`src/verilog/lfs_defines.vh`:
```
// register map, field positions and reset values of the latched fault status bank
`ifndef LFS_DEFINES_VH
`define LFS_DEFINES_VH

`define LFS_ADDR_W 8
`define LFS_DATA_W 8

`define LFS_OFS_CH2_INPUT_FAULT_LATCH 8'h37
`define LFS_OFS_ADC_OVERLOAD_MASK 8'h38
`define LFS_OFS_REGULATOR_SHORT_LATCH 8'h39
`define LFS_OFS_OVERVOLTAGE_EVENT_LATCH 8'h3a

`define LFS_RST_CH2_INPUT_FAULT_LATCH 8'h00
`define LFS_RST_ADC_OVERLOAD_MASK 8'h00
`define LFS_RST_REGULATOR_SHORT_LATCH 8'h00
`define LFS_RST_OVERVOLTAGE_EVENT_LATCH 8'h00
`define LFS_UNMAPPED_READ 8'h00

// channel 2 input fault latch fields
`define LFS_CH2_OPEN_BIT 7
`define LFS_CH2_SHORTED_BIT 6
`define LFS_CH2_POS_GND_BIT 5
`define LFS_CH2_NEG_GND_BIT 4
`define LFS_CH2_POS_BIAS_BIT 3
`define LFS_CH2_NEG_BIAS_BIT 2
`define LFS_CH2_POS_BAT_BIT 1
`define LFS_CH2_NEG_BAT_BIT 0

// overload mask fields
`define LFS_CH1_OVERLOAD_MASK_BIT 3
`define LFS_CH2_OVERLOAD_MASK_BIT 2

// regulator short latch fields
`define LFS_REGULATOR_SHORT_MASK_BIT 1
`define LFS_REGULATOR_SHORT_FLAG_BIT 0

// over-voltage and event latch fields
`define LFS_OV_POS_ONE_BIT 7
`define LFS_OV_NEG_ONE_BIT 6
`define LFS_OV_POS_TWO_BIT 5
`define LFS_OV_NEG_TWO_BIT 4
`define LFS_HEADSET_INSERT_BIT 3
`define LFS_HEADSET_REMOVE_BIT 2
`define LFS_HEADSET_HOOK_BIT 1
`define LFS_CAPACITY_OVERLOAD_BIT 0

`endif

```
`src/verilog/lfs_fault_status.v`:
```
// latched fault and event status bank with overload and regulator masks
//
// Notes on behaviour
// - the channel 2 input fault register latches each fault and holds it until the register is read.
// - bit 7 of the channel 2 fault register flags an open input on channel 2.
// - bit 6 of the channel 2 fault register flags the two channel 2 inputs shorted together.
// - bits 5 and 4 flag the positive and negative channel 2 inputs shorted to ground.
// - bits 3 and 2 flag the positive and negative channel 2 inputs shorted to mic bias.
// - bits 1 and 0 flag the positive and negative channel 2 inputs shorted to battery sense.
// - mask bit 3 of the overload mask register, when one, suppresses channel 1 overload reporting.
// - mask bit 2 of the overload mask register, when one, suppresses channel 2 overload reporting.
// - regulator register bit 0 latches a regulator short and writable bit 1 masks it.
// - event register bits 7 to 4 latch over-voltage on inputs one plus, one minus, two plus, two minus.
// - event register bit 3 latches a headset insertion.
// - event register bit 2 latches a headset removal.
// - event register bit 1 latches a headset hook button press.
// - event register bit 0 latches a processing capacity overload.
`timescale 1ns/1ps
`default_nettype none
`include "lfs_defines.vh"

module lfs_fault_status (
   input wire clk_i,
   input wire rst_i,
   input wire ce_i,
   // control port register access
   input wire [`LFS_ADDR_W-1:0] reg_addr_i,
   input wire reg_wr_i,
   input wire [`LFS_DATA_W-1:0] reg_wdata_i,
   input wire reg_rd_i,
   output reg [`LFS_DATA_W-1:0] reg_rdata_o,
   output reg reg_rvalid_o,
   // live fault conditions from the channel 2 input diagnostics
   input wire ch2_open_i,
   input wire ch2_shorted_i,
   input wire positive_input_two_gnd_i,
   input wire negative_input_two_gnd_i,
   input wire positive_input_two_bias_i,
   input wire negative_input_two_bias_i,
   input wire positive_input_two_bat_i,
   input wire negative_input_two_bat_i,
   // regulator and over-voltage conditions
   input wire analog_regulator_output_short_i,
   input wire positive_input_one_ov_i,
   input wire negative_input_one_ov_i,
   input wire positive_input_two_ov_i,
   input wire negative_input_two_ov_i,
   // headset and processing events
   input wire headset_insert_i,
   input wire headset_remove_i,
   input wire headset_hook_i,
   input wire processing_capacity_overload_i,
   // raw adc overload detections
   input wire ch1_adc_overload_i,
   input wire ch2_adc_overload_i,
   // masked fault reports
   output reg ch1_overload_report_o,
   output reg ch2_overload_report_o,
   output reg regulator_short_report_o
);

   // latched flags and their next values
   reg [7:0] ch2_fault_q;
   reg [7:0] ch2_fault_d;
   reg [7:0] ch2_fault_keep;
   reg [7:0] event_q;
   reg [7:0] event_d;
   reg [7:0] event_keep;
   reg reg_short_q;
   reg reg_short_d;
   reg reg_short_keep;
   // writable mask bits
   reg ch1_ovl_mask_q;
   reg ch1_ovl_mask_d;
   reg ch2_ovl_mask_q;
   reg ch2_ovl_mask_d;
   reg reg_short_mask_q;
   reg reg_short_mask_d;
   // live conditions gathered into register layout
   reg [7:0] ch2_fault_live;
   reg [7:0] event_live;
   // register images, read port and report next values
   reg [7:0] ovl_image;
   reg [7:0] reg_image;
   reg [7:0] rdata_d;
   reg rvalid_d;
   reg ch1_report_d;
   reg ch2_report_d;
   reg reg_short_report_d;
   // decoded strobes
   reg rd_ch2;
   reg rd_ovl;
   reg rd_reg;
   reg rd_evt;
   reg wr_ovl;
   reg wr_reg;

   // address decode, a read strobe per mapped register, write strobes for the overload mask and regulator registers only
   always @* begin
      rd_ch2 = 1'b0;
      rd_ovl = 1'b0;
      rd_reg = 1'b0;
      rd_evt = 1'b0;
      wr_ovl = 1'b0;
      wr_reg = 1'b0;
      if (reg_addr_i == `LFS_OFS_CH2_INPUT_FAULT_LATCH) begin
         rd_ch2 = reg_rd_i;
      end else if (reg_addr_i == `LFS_OFS_ADC_OVERLOAD_MASK) begin
         rd_ovl = reg_rd_i;
         wr_ovl = reg_wr_i;
      end else if (reg_addr_i == `LFS_OFS_REGULATOR_SHORT_LATCH) begin
         rd_reg = reg_rd_i;
         wr_reg = reg_wr_i;
      end else if (reg_addr_i == `LFS_OFS_OVERVOLTAGE_EVENT_LATCH) begin
         rd_evt = reg_rd_i;
      end
   end

   always @* begin
      ch2_fault_live = 8'h00;
      ch2_fault_live[`LFS_CH2_OPEN_BIT] = ch2_open_i;
      ch2_fault_live[`LFS_CH2_SHORTED_BIT] = ch2_shorted_i;
      ch2_fault_live[`LFS_CH2_POS_GND_BIT] = positive_input_two_gnd_i;
      ch2_fault_live[`LFS_CH2_NEG_GND_BIT] = negative_input_two_gnd_i;
      ch2_fault_live[`LFS_CH2_POS_BIAS_BIT] = positive_input_two_bias_i;
      ch2_fault_live[`LFS_CH2_NEG_BIAS_BIT] = negative_input_two_bias_i;
      ch2_fault_live[`LFS_CH2_POS_BAT_BIT] = positive_input_two_bat_i;
      ch2_fault_live[`LFS_CH2_NEG_BAT_BIT] = negative_input_two_bat_i;
   end

   always @* begin
      event_live = 8'h00;
      event_live[`LFS_OV_POS_ONE_BIT] = positive_input_one_ov_i;
      event_live[`LFS_OV_NEG_ONE_BIT] = negative_input_one_ov_i;
      event_live[`LFS_OV_POS_TWO_BIT] = positive_input_two_ov_i;
      event_live[`LFS_OV_NEG_TWO_BIT] = negative_input_two_ov_i;
      event_live[`LFS_HEADSET_INSERT_BIT] = headset_insert_i;
      event_live[`LFS_HEADSET_REMOVE_BIT] = headset_remove_i;
      event_live[`LFS_HEADSET_HOOK_BIT] = headset_hook_i;
      event_live[`LFS_CAPACITY_OVERLOAD_BIT] = processing_capacity_overload_i;
   end

   // clear on read
   // a condition present in the read cycle keeps its bit, so set wins over clear-on-read
   always @* begin
      if (rd_ch2) begin
         ch2_fault_keep = 8'h00;
      end else begin
         ch2_fault_keep = ch2_fault_q;
      end
      ch2_fault_d = ch2_fault_live | ch2_fault_keep;
   end

   always @* begin
      if (rd_evt) begin
         event_keep = 8'h00;
      end else begin
         event_keep = event_q;
      end
      event_d = event_live | event_keep;
   end

   always @* begin
      if (rd_reg) begin
         reg_short_keep = 1'b0;
      end else begin
         reg_short_keep = reg_short_q;
      end
      reg_short_d = analog_regulator_output_short_i | reg_short_keep;
   end

   // reserved bits are not stored, so stray ones written there read back zero
   always @* begin
      ch1_ovl_mask_d = ch1_ovl_mask_q;
      ch2_ovl_mask_d = ch2_ovl_mask_q;
      reg_short_mask_d = reg_short_mask_q;
      if (wr_ovl) begin
         ch1_ovl_mask_d = reg_wdata_i[`LFS_CH1_OVERLOAD_MASK_BIT];
         ch2_ovl_mask_d = reg_wdata_i[`LFS_CH2_OVERLOAD_MASK_BIT];
      end
      if (wr_reg) begin
         reg_short_mask_d = reg_wdata_i[`LFS_REGULATOR_SHORT_MASK_BIT];
      end
   end

   // reports use the mask held this cycle, so a new mask acts one cycle after its write
   always @* begin
      ch1_report_d = ch1_adc_overload_i & ~ch1_ovl_mask_q;
      ch2_report_d = ch2_adc_overload_i & ~ch2_ovl_mask_q;
      reg_short_report_d = reg_short_q & ~reg_short_mask_q;
   end

   // mask register image, reserved bits zero
   always @* begin
      ovl_image = `LFS_RST_ADC_OVERLOAD_MASK;
      ovl_image[`LFS_CH1_OVERLOAD_MASK_BIT] = ch1_ovl_mask_q;
      ovl_image[`LFS_CH2_OVERLOAD_MASK_BIT] = ch2_ovl_mask_q;
   end

   // regulator register image, reserved bits zero
   always @* begin
      reg_image = `LFS_RST_REGULATOR_SHORT_LATCH;
      reg_image[`LFS_REGULATOR_SHORT_MASK_BIT] = reg_short_mask_q;
      reg_image[`LFS_REGULATOR_SHORT_FLAG_BIT] = reg_short_q;
   end

   // read data shows the value held before the clear takes effect
   always @* begin
      rdata_d = `LFS_UNMAPPED_READ;
      if (rd_ch2) begin
         rdata_d = ch2_fault_q;
      end else if (rd_ovl) begin
         rdata_d = ovl_image;
      end else if (rd_reg) begin
         rdata_d = reg_image;
      end else if (rd_evt) begin
         rdata_d = event_q;
      end
   end

   // a read answers exactly one enabled edge later, mapped or not
   always @* begin
      rvalid_d = reg_rd_i;
   end

   always @(posedge clk_i) begin
      if (rst_i) begin
         ch2_fault_q <= `LFS_RST_CH2_INPUT_FAULT_LATCH;
      end else if (ce_i) begin
         ch2_fault_q <= ch2_fault_d;
      end
   end

   always @(posedge clk_i) begin
      if (rst_i) begin
         event_q <= `LFS_RST_OVERVOLTAGE_EVENT_LATCH;
      end else if (ce_i) begin
         event_q <= event_d;
      end
   end

   always @(posedge clk_i) begin
      if (rst_i) begin
         reg_short_q <= 1'b0;
      end else if (ce_i) begin
         reg_short_q <= reg_short_d;
      end
   end

   always @(posedge clk_i) begin
      if (rst_i) begin
         ch1_ovl_mask_q <= 1'b0;
      end else if (ce_i) begin
         ch1_ovl_mask_q <= ch1_ovl_mask_d;
      end
   end

   always @(posedge clk_i) begin
      if (rst_i) begin
         ch2_ovl_mask_q <= 1'b0;
      end else if (ce_i) begin
         ch2_ovl_mask_q <= ch2_ovl_mask_d;
      end
   end

   always @(posedge clk_i) begin
      if (rst_i) begin
         reg_short_mask_q <= 1'b0;
      end else if (ce_i) begin
         reg_short_mask_q <= reg_short_mask_d;
      end
   end

   always @(posedge clk_i) begin
      if (rst_i) begin
         reg_rdata_o <= 8'h00;
      end else if (ce_i) begin
         reg_rdata_o <= rdata_d;
      end
   end

   always @(posedge clk_i) begin
      if (rst_i) begin
         reg_rvalid_o <= 1'b0;
      end else if (ce_i) begin
         reg_rvalid_o <= rvalid_d;
      end
   end

   always @(posedge clk_i) begin
      if (rst_i) begin
         ch1_overload_report_o <= 1'b0;
      end else if (ce_i) begin
         ch1_overload_report_o <= ch1_report_d;
      end
   end

   always @(posedge clk_i) begin
      if (rst_i) begin
         ch2_overload_report_o <= 1'b0;
      end else if (ce_i) begin
         ch2_overload_report_o <= ch2_report_d;
      end
   end

   always @(posedge clk_i) begin
      if (rst_i) begin
         regulator_short_report_o <= 1'b0;
      end else if (ce_i) begin
         regulator_short_report_o <= reg_short_report_d;
      end
   end

endmodule // lfs_fault_status
`default_nettype wire

```
`config.mk`:
```
export PLATFORM = sky130hd
export DESIGN_NAME = lfs_fault_status
export DESIGN_NICKNAME = d
export VERILOG_FILES = /design/src/verilog/lfs_fault_status.v
export VERILOG_INCLUDE_DIRS = /design/src /design/src/verilog
export SDC_FILE = /design/constraint.sdc
export NUM_CORES = 1
export LEC_CHECK = 0
export BUFFER_PORTS_ARGS = -buffer_cell sky130_fd_sc_hd__buf_2
export CAP_MARGIN = 30
export CORE_AREA = 2 2 75 77
export DETAILED_ROUTE_END_ITERATION = 12
export DIE_AREA = 0 0 77 79
export SETUP_SLACK_MARGIN = 0.3
export SYNTH_ARGS = -nofsm -noshare
export SYNTH_HDL_FRONTEND = slang
export SYNTH_SLANG_ARGS = --single-unit
```
`constraint.sdc`:
```
create_clock -name clk_i -period 1.1 [get_ports clk_i]
set_input_delay 0.11 -clock clk_i [delete_from_list [all_inputs] [get_ports clk_i]]
set_output_delay 0.11 -clock clk_i [all_outputs]
set_load 0.03 [all_outputs]
```
==> impl_metrics.tcl, run 1 <==
set metrics [dict create \
    run_status "finished, final reports clean" \
    cts_root_buf "sky130_fd_sc_hd__clkbuf_8" \
    yosys_register_bits 32 \
    drt_pass1_iterations 5 \
    vias_per_cell 4.96 \
    p_leak_nw 0.905 \
    wl_mm 4.25 \
    die_y_um 79 \
    synth-edff-count 0 \
    synth.distinct_cells 29 \
    synth.most_common_cell "sky130_fd_sc_hd__dfxtp_1" \
    cts_tree "built" \
    clock_power_share_pct 36.1 \
    final_hold_viol_count 0 \
    totalNegativeSetupSlack_ns 0 \
    worst_skew_pair.late_latency_ns 0.28 \
    drv.max_cap_violation_count 0 \
    number_of_nets_still_failing_antenna_checks_after_routing 0 \
    timing.critical_path.arrival_ns 1.15 \
    fin_cells 300 \
    drt-wirelength-per-cell_um 14.2 \
    setup.worst_path.class "reg2reg" \
    final_number_of_max_transition_violations 0 \
    layout_worst_path_cycle_share_pct 90.7 \
    netlist_top_cells_count "sky130_fd_sc_hd__dfxtp_1 (32), sky130_fd_sc_hd__nand2_1 (26), sky130_fd_sc_hd__a21oi_1 (21)" \
    min-delay-start "reg_wdata_i[3]" \
    number_of_sinks_driven_by_the_clock_tree 32 \
    end_kind "flip-flop" \
    p_comb_share_pct 15.3 \
    drt_first_iter_violations 57 \
    seqPwrFrac_pct 48.6 \
    power-per-cell-area_mw_per_mm2 1130 \
    async_reset_ff_share_pct 0 \
    fmax_mhz 1000 \
    ys_dominant_reg_cell "sky130_fd_sc_hd__dfxtp_1" \
    post_synth_inst_count 168 \
    min-delay-path-class "in2reg" \
    initial_standard_cell_utilization_of_the_core_pct 28.6 \
    crit_path_start_kind "flip-flop" \
    power.switching_fraction_pct 25.0 \
    core_mm2 0.00534 \
    synth.top_cell.area_share_pct 42.0 \
    drive_above_1_share_pct 52.6 \
    power.net_switching_uw 636 \
    final_worst_path_period_need_ns 0.997 \
    fin_worst_skew_ns 0.00175 \
    seq_area_frac_synth_pct 42.0 \
    netlist.top_cell.by_area "sky130_fd_sc_hd__dfxtp_1" \
    ff2ff_path_depth 3 \
    die_area_mm2 0.00608 \
    finish_stage_setup_viols 0 \
    place_inst 288 \
    cts_h_tree_depth 2 \
    drc 0 \
    pin_slew_with_the_least_headroom_to_its_limit_ns 0.432 \
    synthesis.nets 208 \
    dieWidth_um 77 \
    grt_antenna_before_repair 0 \
    reg_clk_slew_reported_paths_ns 0.06 \
    grt_util_all_layers_pct 14.2 \
    cts-root-to-sink-buffers 2 \
    path_max_fanout 3 \
    gpl.final_weighted_congestion 0.777 \
    timing.rr.end "reg_rdata_o[3]" \
    num_vias 1489 \
    yosys_warnings 0 \
    power.ir.vdd_worst_v 0.000530 \
    detailed_placement_wirelength_estimate_mm 2.95 \
    setup.reg_to_reg.worst_slack_ns 0.10 \
    first_pass_grt_wire_length_mm 6.80 \
    top_level_ports 52 \
    avgSynthCellArea_um2 9.09 \
    rsz_0062_raised_after_global_routing "true" \
    mappedNetlistArea_mm2 0.00153 \
    antenna_diodes 0 \
    grt_max_degree 30 \
    grt_pass1_vias 1468 \
    yosys-top-cells-area "sky130_fd_sc_hd__dfxtp_1 (42%), sky130_fd_sc_hd__a311oi_1 (7.5%), sky130_fd_sc_hd__a21oi_1 (6.9%)" \
    tritoncts.num_buffers 5 \
    r2r-start "ch1_ovl_mask_q" \
    place.port_buffers 46 \
    area_growth_pct 48.0 \
    cell_depth_of_the_worst_hold_path 3 \
    worst_slew_margin_rel_pct 71.2 \
    globalRouteOverflowTotal 0 \
    intPower_mw 1.91 \
    cp_data_required_time_ns 1.26 \
    worstHoldEndpoint "ch1_ovl_mask_q" \
    finish.net_count 267 \
    rows 27 \
]
-- area by class of cell --
type / instances / area [um2]
Sequential cell: 32 / 662
Timing Repair Buffer: 66 / 484
Tap cell: 72 / 90.1
Clock buffer: 8 / 90.1
Multi-Input combinational cell: 115 / 906
Inverter: 7 / 26.3
Fill cell: 565 / 3080
-- power groups by stage --
stage          clock network [mW]  registers (mW)  logic (mW)
6_report                    0.919            1.24       0.389
5_1_grt                      1.00            1.24       0.427
4_1_cts                     0.954            1.24       0.347
3_5_place_dp                    0            1.26       0.334
3_3_place_gp                    0            1.26       0.332
2_1_floorplan                   0            1.26       0.187
-- metal layers --
layer | track usage (%) | share of wire [%] | routed length, um
met5 | 0 | 0 | 0
met4 | 5.89 | 1.5 | 65
met3 | 3.75 | 4.3 | 181
met2 | 22.9 | 50 | 2120
met1 | 18.0 | 44 | 1880
-- metrics by stage --
stage | setup slack, ns | hold WS [ns] | util, % | instance area, um2 | power, mW
after global placement | -0.0112 | 0.369 | 36.1 | 1920 | 1.59
after global routing | 0.0764 | 0.0793 | 42.3 | 2260 | 2.67
after detailed placement | -0.0180 | 0.371 | 36.1 | 1920 | 1.59
after floorplan | 0.150 | 0.255 | - | 1580 | 1.45
final | 0.103 | 0.0827 | 42.3 | 2260 | 2.54
after CTS | 0.161 | 0.0679 | 39.7 | 2120 | 2.54
-- cell families after synthesis --
| group | after synthesis | synth area share [%] |
|---|---|---|
| flip-flops | 32 | 42.0 |
| AND/OR/NAND/NOR | 55 | 21.6 |
| buffers and inverters | 22 | 8.11 |
| multiplexers | 5 | 3.44 |
| AO/OA/AOI/OAI | 54 | 24.8 |
-- critical path: stages, from the launching register on --
cell,delay (ns)
sky130_fd_sc_hd__dfxtp_2,0.33
sky130_fd_sc_hd__mux2_2,0.28
sky130_fd_sc_hd__a22oi_2,0.16
sky130_fd_sc_hd__o32ai_1,0.11
-- how the worst max path moves through the flow --
| stage | startpoint | to | slack, ns | cells past startpoint |
|---|---|---|---|---|
| floorplan | reg_rdata_o[0] | reg_rdata_o[0] | 0.15 | 2 |
| global placement | reg_addr_i[6] | reg_rdata_o[5] | -0.01 | 5 |
| detailed placement | reg_addr_i[6] | reg_rdata_o[7] | -0.02 | 5 |
| CTS | ch1_ovl_mask_q | reg_rdata_o[3] | 0.16 | 3 |
| global route | reg_rdata_o[1] | reg_rdata_o[1] | 0.08 | 2 |
| finish | ch1_ovl_mask_q | reg_rdata_o[3] | 0.10 | 3 |
-- placed cells by master (no fill, tap or decap), types with 4 or more instances in the layout --
cell,Yosys,final
sky130_fd_sc_hd__inv_1,7,7
sky130_fd_sc_hd__nand3b_1,4,4
sky130_fd_sc_hd__clkbuf_8,0,6
sky130_fd_sc_hd__buf_4,1,17
sky130_fd_sc_hd__buf_2,6,32
sky130_fd_sc_hd__nor2b_1,4,4
sky130_fd_sc_hd__a311oi_1,13,7
sky130_fd_sc_hd__nand2b_1,6,6
sky130_fd_sc_hd__o21ai_1,4,4
sky130_fd_sc_hd__a21oi_1,21,18
sky130_fd_sc_hd__dfxtp_1,32,17
sky130_fd_sc_hd__nand2_1,26,25
sky130_fd_sc_hd__a31o_2,4,4
sky130_fd_sc_hd__a311oi_2,0,6
sky130_fd_sc_hd__buf_6,4,15
sky130_fd_sc_hd__dfxtp_2,0,14
-- timing repair --
item / in CTS / in global routing
pin swaps: 8 / 2
gates resized for setup: 37 / 24
setup endpoints to repair: 20 / 36
cloned: 0 / 1
hold buffers: 0 / 0
setup buffers: 1 / 2
-- sequential cells by signal, indices dropped and copies added (netlist names) --
signal / cells
reg_rvalid_o: 1
ch1_overload_report_o: 1
reg_rdata_o: 8
ch2_ovl_mask_q: 1
ch1_ovl_mask_q: 1
reg_short_mask_q: 1
reg_short_q: 1
ch2_overload_report_o: 1
ch2_fault_q: 8
event_q: 8
regulator_short_report_o: 1
No activity file was read; power rests on OpenSTA's default activity.
==> run 2, diff against run 1 <==
--- a/config.mk
+++ b/config.mk
@@ -13,2 +13,3 @@
 export DIE_AREA = 0 0 77 79
+export HOLD_SLACK_MARGIN = 0.06
 export SETUP_SLACK_MARGIN = 0.3
--- a/constraint.sdc
+++ b/constraint.sdc
@@ -3,2 +3,2 @@
 set_output_delay 0.11 -clock clk_i [all_outputs]
-set_load 0.03 [all_outputs]
+set_load 0.1 [all_outputs]
==> run 2 against run 1 <==
  * Sequential cell count did not move
  * Global-route usage hardly changed
  * Clock power down 0.4%
  * First-iteration DRC count rose by 120%
  * Critical path depth decreased by 2
  * Count of clock-buffer cells in the layout is the same
  * Sequential power is essentially flat
  * Register-to-register slack improved by 0.08 ns
  * Critical path type is now reg2out
  * Sequential share of layout area fell by 0.37 points
  * Non-clock buffer count fell by 2
  * Via count is 1.5% lower
  * Die area stayed put
==> impl_metrics.tcl, run 2 (synthesized netlist as in run 1, its figures left out) <==
set metrics [dict create \
    run_status "finished, final reports clean" \
    layout_worst_path_cycle_share_pct 84.7 \
    final_hold_viol_count 0 \
    worst-path-buf-inv 1 \
    fmax_mhz 1070 \
    path_max_fanout 3 \
    wl_mm 4.14 \
    grt_antenna_before_repair 0 \
    end_kind "primary output" \
    cell_depth_of_the_worst_hold_path 3 \
    worst_slew_margin_rel_pct 71.6 \
    critical-path-max-stage-delay_ns 0.37 \
    cts-root-to-sink-buffers 2 \
    grt_max_degree 22 \
    top_level_ports 52 \
    grt_pass1_vias 1413 \
    drv.max_cap_violation_count 0 \
    power_consumption_mw 2.57 \
    detailed_placement_wirelength_estimate_mm 3.02 \
    dieWidth_um 77 \
    finish.net_count 265 \
    layout.filler_cells 537 \
    grt_util_all_layers_pct 14.2 \
    globalRouteOverflowTotal 0 \
    timing.critical_path.arrival_ns 0.82 \
    tritoncts.num_buffers 5 \
    finish_stage_setup_viols 0 \
    fin_cells 298 \
    drt_first_iter_violations 123 \
    timing.rr.end "reg_rdata_o[3]" \
    gpl.final_weighted_congestion 0.764 \
    finalHoldWorstSlack_ns 0.0764 \
    ff2ff_path_depth 3 \
    cp_data_required_time_ns 0.99 \
    number_of_nets_still_failing_antenna_checks_after_routing 0 \
    drt-wirelength-per-cell_um 13.9 \
    vias_per_cell 4.92 \
    die_area_mm2 0.00608 \
    core_mm2 0.00534 \
    largest_registers "ch2_fault_q x8, event_q x8, reg_rdata_o x8" \
    final_worst_path_period_need_ns 0.932 \
    slowest_stage "sky130_fd_sc_hd__dfxtp_4" \
    rows 27 \
    worstHoldEndpoint "event_q[5]" \
    holdBufCountCts 0 \
    power.ir.vdd_worst_v 0.000468 \
    totalNegativeSetupSlack_ns 0 \
    drt_pass1_iterations 4 \
    final_number_of_max_transition_violations 0 \
    power-per-cell-area_mw_per_mm2 1080 \
    min-delay-start "positive_input_two_ov_i" \
    setup.reg_to_reg.worst_slack_ns 0.18 \
    number_of_sinks_driven_by_the_clock_tree 32 \
    drc 0 \
    cts_root_buf "sky130_fd_sc_hd__clkbuf_8" \
    setup.worst_path.class "reg2out" \
    most_frequent_standard_cell_in_the_layout_excluding_fill_and_tap_cells "sky130_fd_sc_hd__buf_2" \
    num_vias 1467 \
    final_core_util_pct 44.6 \
    place.port_buffers 46 \
    area_growth_pct 56.1 \
    p_leak_nw 0.913 \
    die_y_um 79 \
    pin_slew_with_the_least_headroom_to_its_limit_ns 0.426 \
    drive_above_1_share_pct 50.0 \
    cts_h_tree_depth 2 \
    initial_standard_cell_utilization_of_the_core_pct 28.6 \
    rsz_0062_raised_after_global_routing "true" \
    cts_tree "built" \
    r2r-start "event_q[3]" \
    fin_worst_skew_ns 0.00282 \
    first_pass_grt_wire_length_mm 6.80 \
    timing.critical_path.cells "buf_12" \
    antenna_diodes 0 \
    crit_path_start_kind "flip-flop" \
    worst_skew_pair.late_latency_ns 0.28 \
    reg_clk_slew_reported_paths_ns 0.06 \
    critical-path-top-delay-family "flip-flops" \
    layout.cells.most_common_list "sky130_fd_sc_hd__buf_2 (32), sky130_fd_sc_hd__nand2_1 (26), sky130_fd_sc_hd__a21oi_1 (20)" \
    min-delay-path-class "in2reg" \
    place_inst 285 \
]
-- run 2: how the worst max path moves through the flow --
stage	startpoint	to	slack, ns	cells past startpoint
finish	reg_rdata_o[1]	reg_rdata_o[1]	0.17	1
global route	ch1_ovl_mask_q	reg_rdata_o[3]	0.11	3
CTS	reg_rdata_o[1]	reg_rdata_o[1]	0.16	1
detailed placement	reg_addr_i[6]	ch1_ovl_mask_q	-0.06	4
global placement	reg_addr_i[6]	ch2_ovl_mask_q	-0.04	4
floorplan	reg_rdata_o[1]	reg_rdata_o[1]	0.10	2
-- run 2: cell type report --
cell class                      instances  area (um2)  share of cell area [%]
Timing Repair Buffer                   64         612                    25.7
Sequential cell                        32         689                    28.9
Inverter                                7        26.3                    1.10
Multi-Input combinational cell        115         875                    36.7
Clock buffer                            8        90.1                    3.78
Tap cell                               72        90.1                    3.78
-- run 2: through the flow --
stage	setup slack [ns]	cell area, um2
2_1_floorplan	0.101	1630
3_3_place_gp	-0.0368	2170
3_5_place_dp	-0.0609	2170
4_1_cts	0.161	2300
5_1_grt	0.113	2380
6_report	0.168	2380
-- run 2: power by group --
group          internal [mW]  switching, mW
clock network          0.510          0.406
registers               1.19         0.0316
logic                  0.205          0.230
total                   1.90          0.668
-- run 2: routing by layer --
metal	share of wire, %	global-route usage (%)	vias to the layer above	wire [um]
li1	-	-	743	-
met1	49	18.8	674	2030
met2	44	21.6	46	1800
met3	6.0	4.20	4	247
met4	1.3	5.89	0	52
met5	0	0	-	0
-- run 2: timing repair --
item	CTS	global route
setup buffers	3	1
endpoints found under the setup margin	35	31
cloned	1	0
pin swaps	7	5
resized for setup	5	14
==> run 3, diff against run 2 <==
- clock period: 1.1 -> 0.8 ns (I/O delays scaled with it)
==> run 3 against run 2 <==
  * The run now ends with setup timing left
  * Combinational power grew 65%
  * Clock skew increased by 0.0061 ns
  * First-iteration DRC count is 44% lower
  * Die area did not move
  * Non-clock buffer count up 18
  * Sequential share of layout area decreased by 2.5 points
  * Final cell count grew 6.0%
  * Global-route usage up 1.6 points
  * Clock power is 32% higher
  * Design area up 12%
  * Via count increased by 6.5%
  * Critical path type unchanged
==> impl_metrics.tcl, run 3 (synthesized netlist as in run 1, its figures left out) <==
set metrics [dict create \
    fin_cells 316 \
    min-delay-path-class "in2reg" \
    largest_registers "ch2_fault_q x8, event_q x8, reg_rdata_o x8" \
    finish.net_count 283 \
    final_worst_path_period_need_ns 0.986 \
    pre_cts_ws_ns -0.310 \
    place_inst 304 \
    fin_worst_skew_ns 0.00890 \
    power.ir.vdd_worst_v 0.000647 \
    gr_peak_layer "met2" \
    final_worst_setup_slack_ns -0.186 \
    rows 27 \
    drc 0 \
    drt_pass1_iterations 4 \
    run_status "finished, violations left" \
    most_frequent_standard_cell_in_the_layout_excluding_fill_and_tap_cells "sky130_fd_sc_hd__buf_2" \
    detailed_placement_wirelength_estimate_mm 3.11 \
    dieWidth_um 77 \
    end_kind "primary output" \
    top_level_ports 52 \
    layout.cells.most_common_list "sky130_fd_sc_hd__buf_2 (33), sky130_fd_sc_hd__nand2_1 (26), sky130_fd_sc_hd__buf_6 (21)" \
    worst_slew_margin_rel_pct 75.2 \
    antenna_diodes 0 \
    final_number_of_max_transition_violations 0 \
    power-per-cell-area_mw_per_mm2 1350 \
    p_leak_nw 1.04 \
    critical-path-top-delay-family "flip-flops" \
    grt_util_met1_pct 21.1 \
    rsz_0062_raised_after_global_routing "true" \
    crit_path_start_kind "flip-flop" \
    pin_slew_with_the_least_headroom_to_its_limit_ns 0.373 \
    die_y_um 79 \
    first_pass_grt_wire_length_mm 7.38 \
    number_of_nets_still_failing_antenna_checks_after_routing 0 \
    cts_h_tree_depth 2 \
    cts_root_buf "sky130_fd_sc_hd__clkbuf_8" \
    initial_standard_cell_utilization_of_the_core_pct 28.6 \
    die_area_mm2 0.00608 \
    reg_clk_slew_reported_paths_ns 0.07 \
    path_max_fanout 3 \
    final_hold_viol_count 0 \
    gpl.final_weighted_congestion 0.759 \
    grt_pass1_vias 1522 \
    slowest_stage "sky130_fd_sc_hd__dfxtp_4" \
    power_consumption_mw 3.62 \
    critical-path-max-stage-delay_ns 0.35 \
    finish_stage_setup_viols 21 \
    grt_util_all_layers_pct 15.7 \
    worst-path-buf-inv 2 \
    num_vias 1562 \
    wl_mm 4.65 \
    core_mm2 0.00534 \
    drive_above_1_share_pct 67.6 \
    drt-wirelength-per-cell_um 14.7 \
    number_of_sinks_driven_by_the_clock_tree 32 \
    timing.critical_path.arrival_ns 0.91 \
    cts-root-to-sink-buffers 2 \
    drt_first_iter_violations 69 \
    grt_max_degree 22 \
    place.port_buffers 46 \
    failing_checks "setup timing" \
    area_growth_pct 75.2 \
    fmax_mhz 1010 \
    globalRouteOverflowTotal 0 \
    cts_tree "built" \
    layout_worst_path_cycle_share_pct 123 \
    worst_skew_pair.late_latency_ns 0.29 \
    vias_per_cell 4.94 \
    grt_antenna_before_repair 0 \
    tritoncts.num_buffers 5 \
    cp_data_required_time_ns 0.72 \
    drv.max_cap_violation_count 0 \
    timing.critical_path.cells "buf_6 -> buf_12" \
    grt_util_met3_pct 4.43 \
    setup.worst_path.class "reg2out" \
    grt_util_met2_pct 23.6 \
]
==> run 3: where the power goes <==
group | internal [mW] | total [mW] | leakage, nW | switching (mW)
Sequential | 1.64 | 1.69 | 0.278 | 0.0495
Clock | 0.610 | 1.21 | 0.0422 | 0.601
Combinational | 0.350 | 0.719 | 0.720 | 0.370
==> run 3: final cells by class <==
class	count	area, um2
inverter	7	26.3
multi-input combinational	115	983
fill	538	2660
clock buffer	7	76.3
sequential	32	707
clock inverter	1	5.00
tap	72	90.1
timing repair buffer	82	787
==> run 3: worst paths after layout <==
path,from,to,slack [ns],depth (start not counted)
worst max-delay path,reg_rdata_o[1],reg_rdata_o[1],-0.19,2
worst min-delay path,ch2_adc_overload_i,ch2_overload_report_o,0.04,3
worst max register to register,event_q[3],reg_rdata_o[3],-0.12,3
worst min register to register,event_q[4],reg_rdata_o[4],0.47,2
==> run 3: worst reg2reg max path, cell delays in order, from the launching register on <==
cell	delay (ns)
sky130_fd_sc_hd__dfxtp_2	0.33
sky130_fd_sc_hd__mux2_2	0.27
sky130_fd_sc_hd__a22oi_2	0.13
sky130_fd_sc_hd__o32ai_2	0.09
==> run 3: metrics by stage <==
| step | utilization [%] | hold WS (ns) | area, um2 | setup TNS [ns] |
|---|---|---|---|---|
| 2_1_floorplan | - | 0.229 | 1630 | -2.55 |
| 3_3_place_gp | 42.8 | 0.338 | 2280 | -7.17 |
| 3_5_place_dp | 42.8 | 0.335 | 2280 | -7.34 |
| 4_1_cts | 47.5 | 0.0319 | 2540 | -2.42 |
| 5_1_grt | 50.1 | 0.0373 | 2680 | -3.08 |
| 6_report | 50.1 | 0.0373 | 2680 | -2.33 |
==> run 3: routing by layer <==
metal	part of all wire, %	vias up	wire length, um
met2	46	46	2120
met5	0	-	0
met4	1.4	0	63
met3	6.3	6	292
li1	-	775	-
met1	47	735	2170
==> run 3: repair_timing <==
action	CTS	global route
endpoints found under the setup margin	44	44
gates cloned	1	0
pin swaps	25	6
buffers inserted	2	1
hold endpoints to repair	9	7
gates resized for setup	54	22
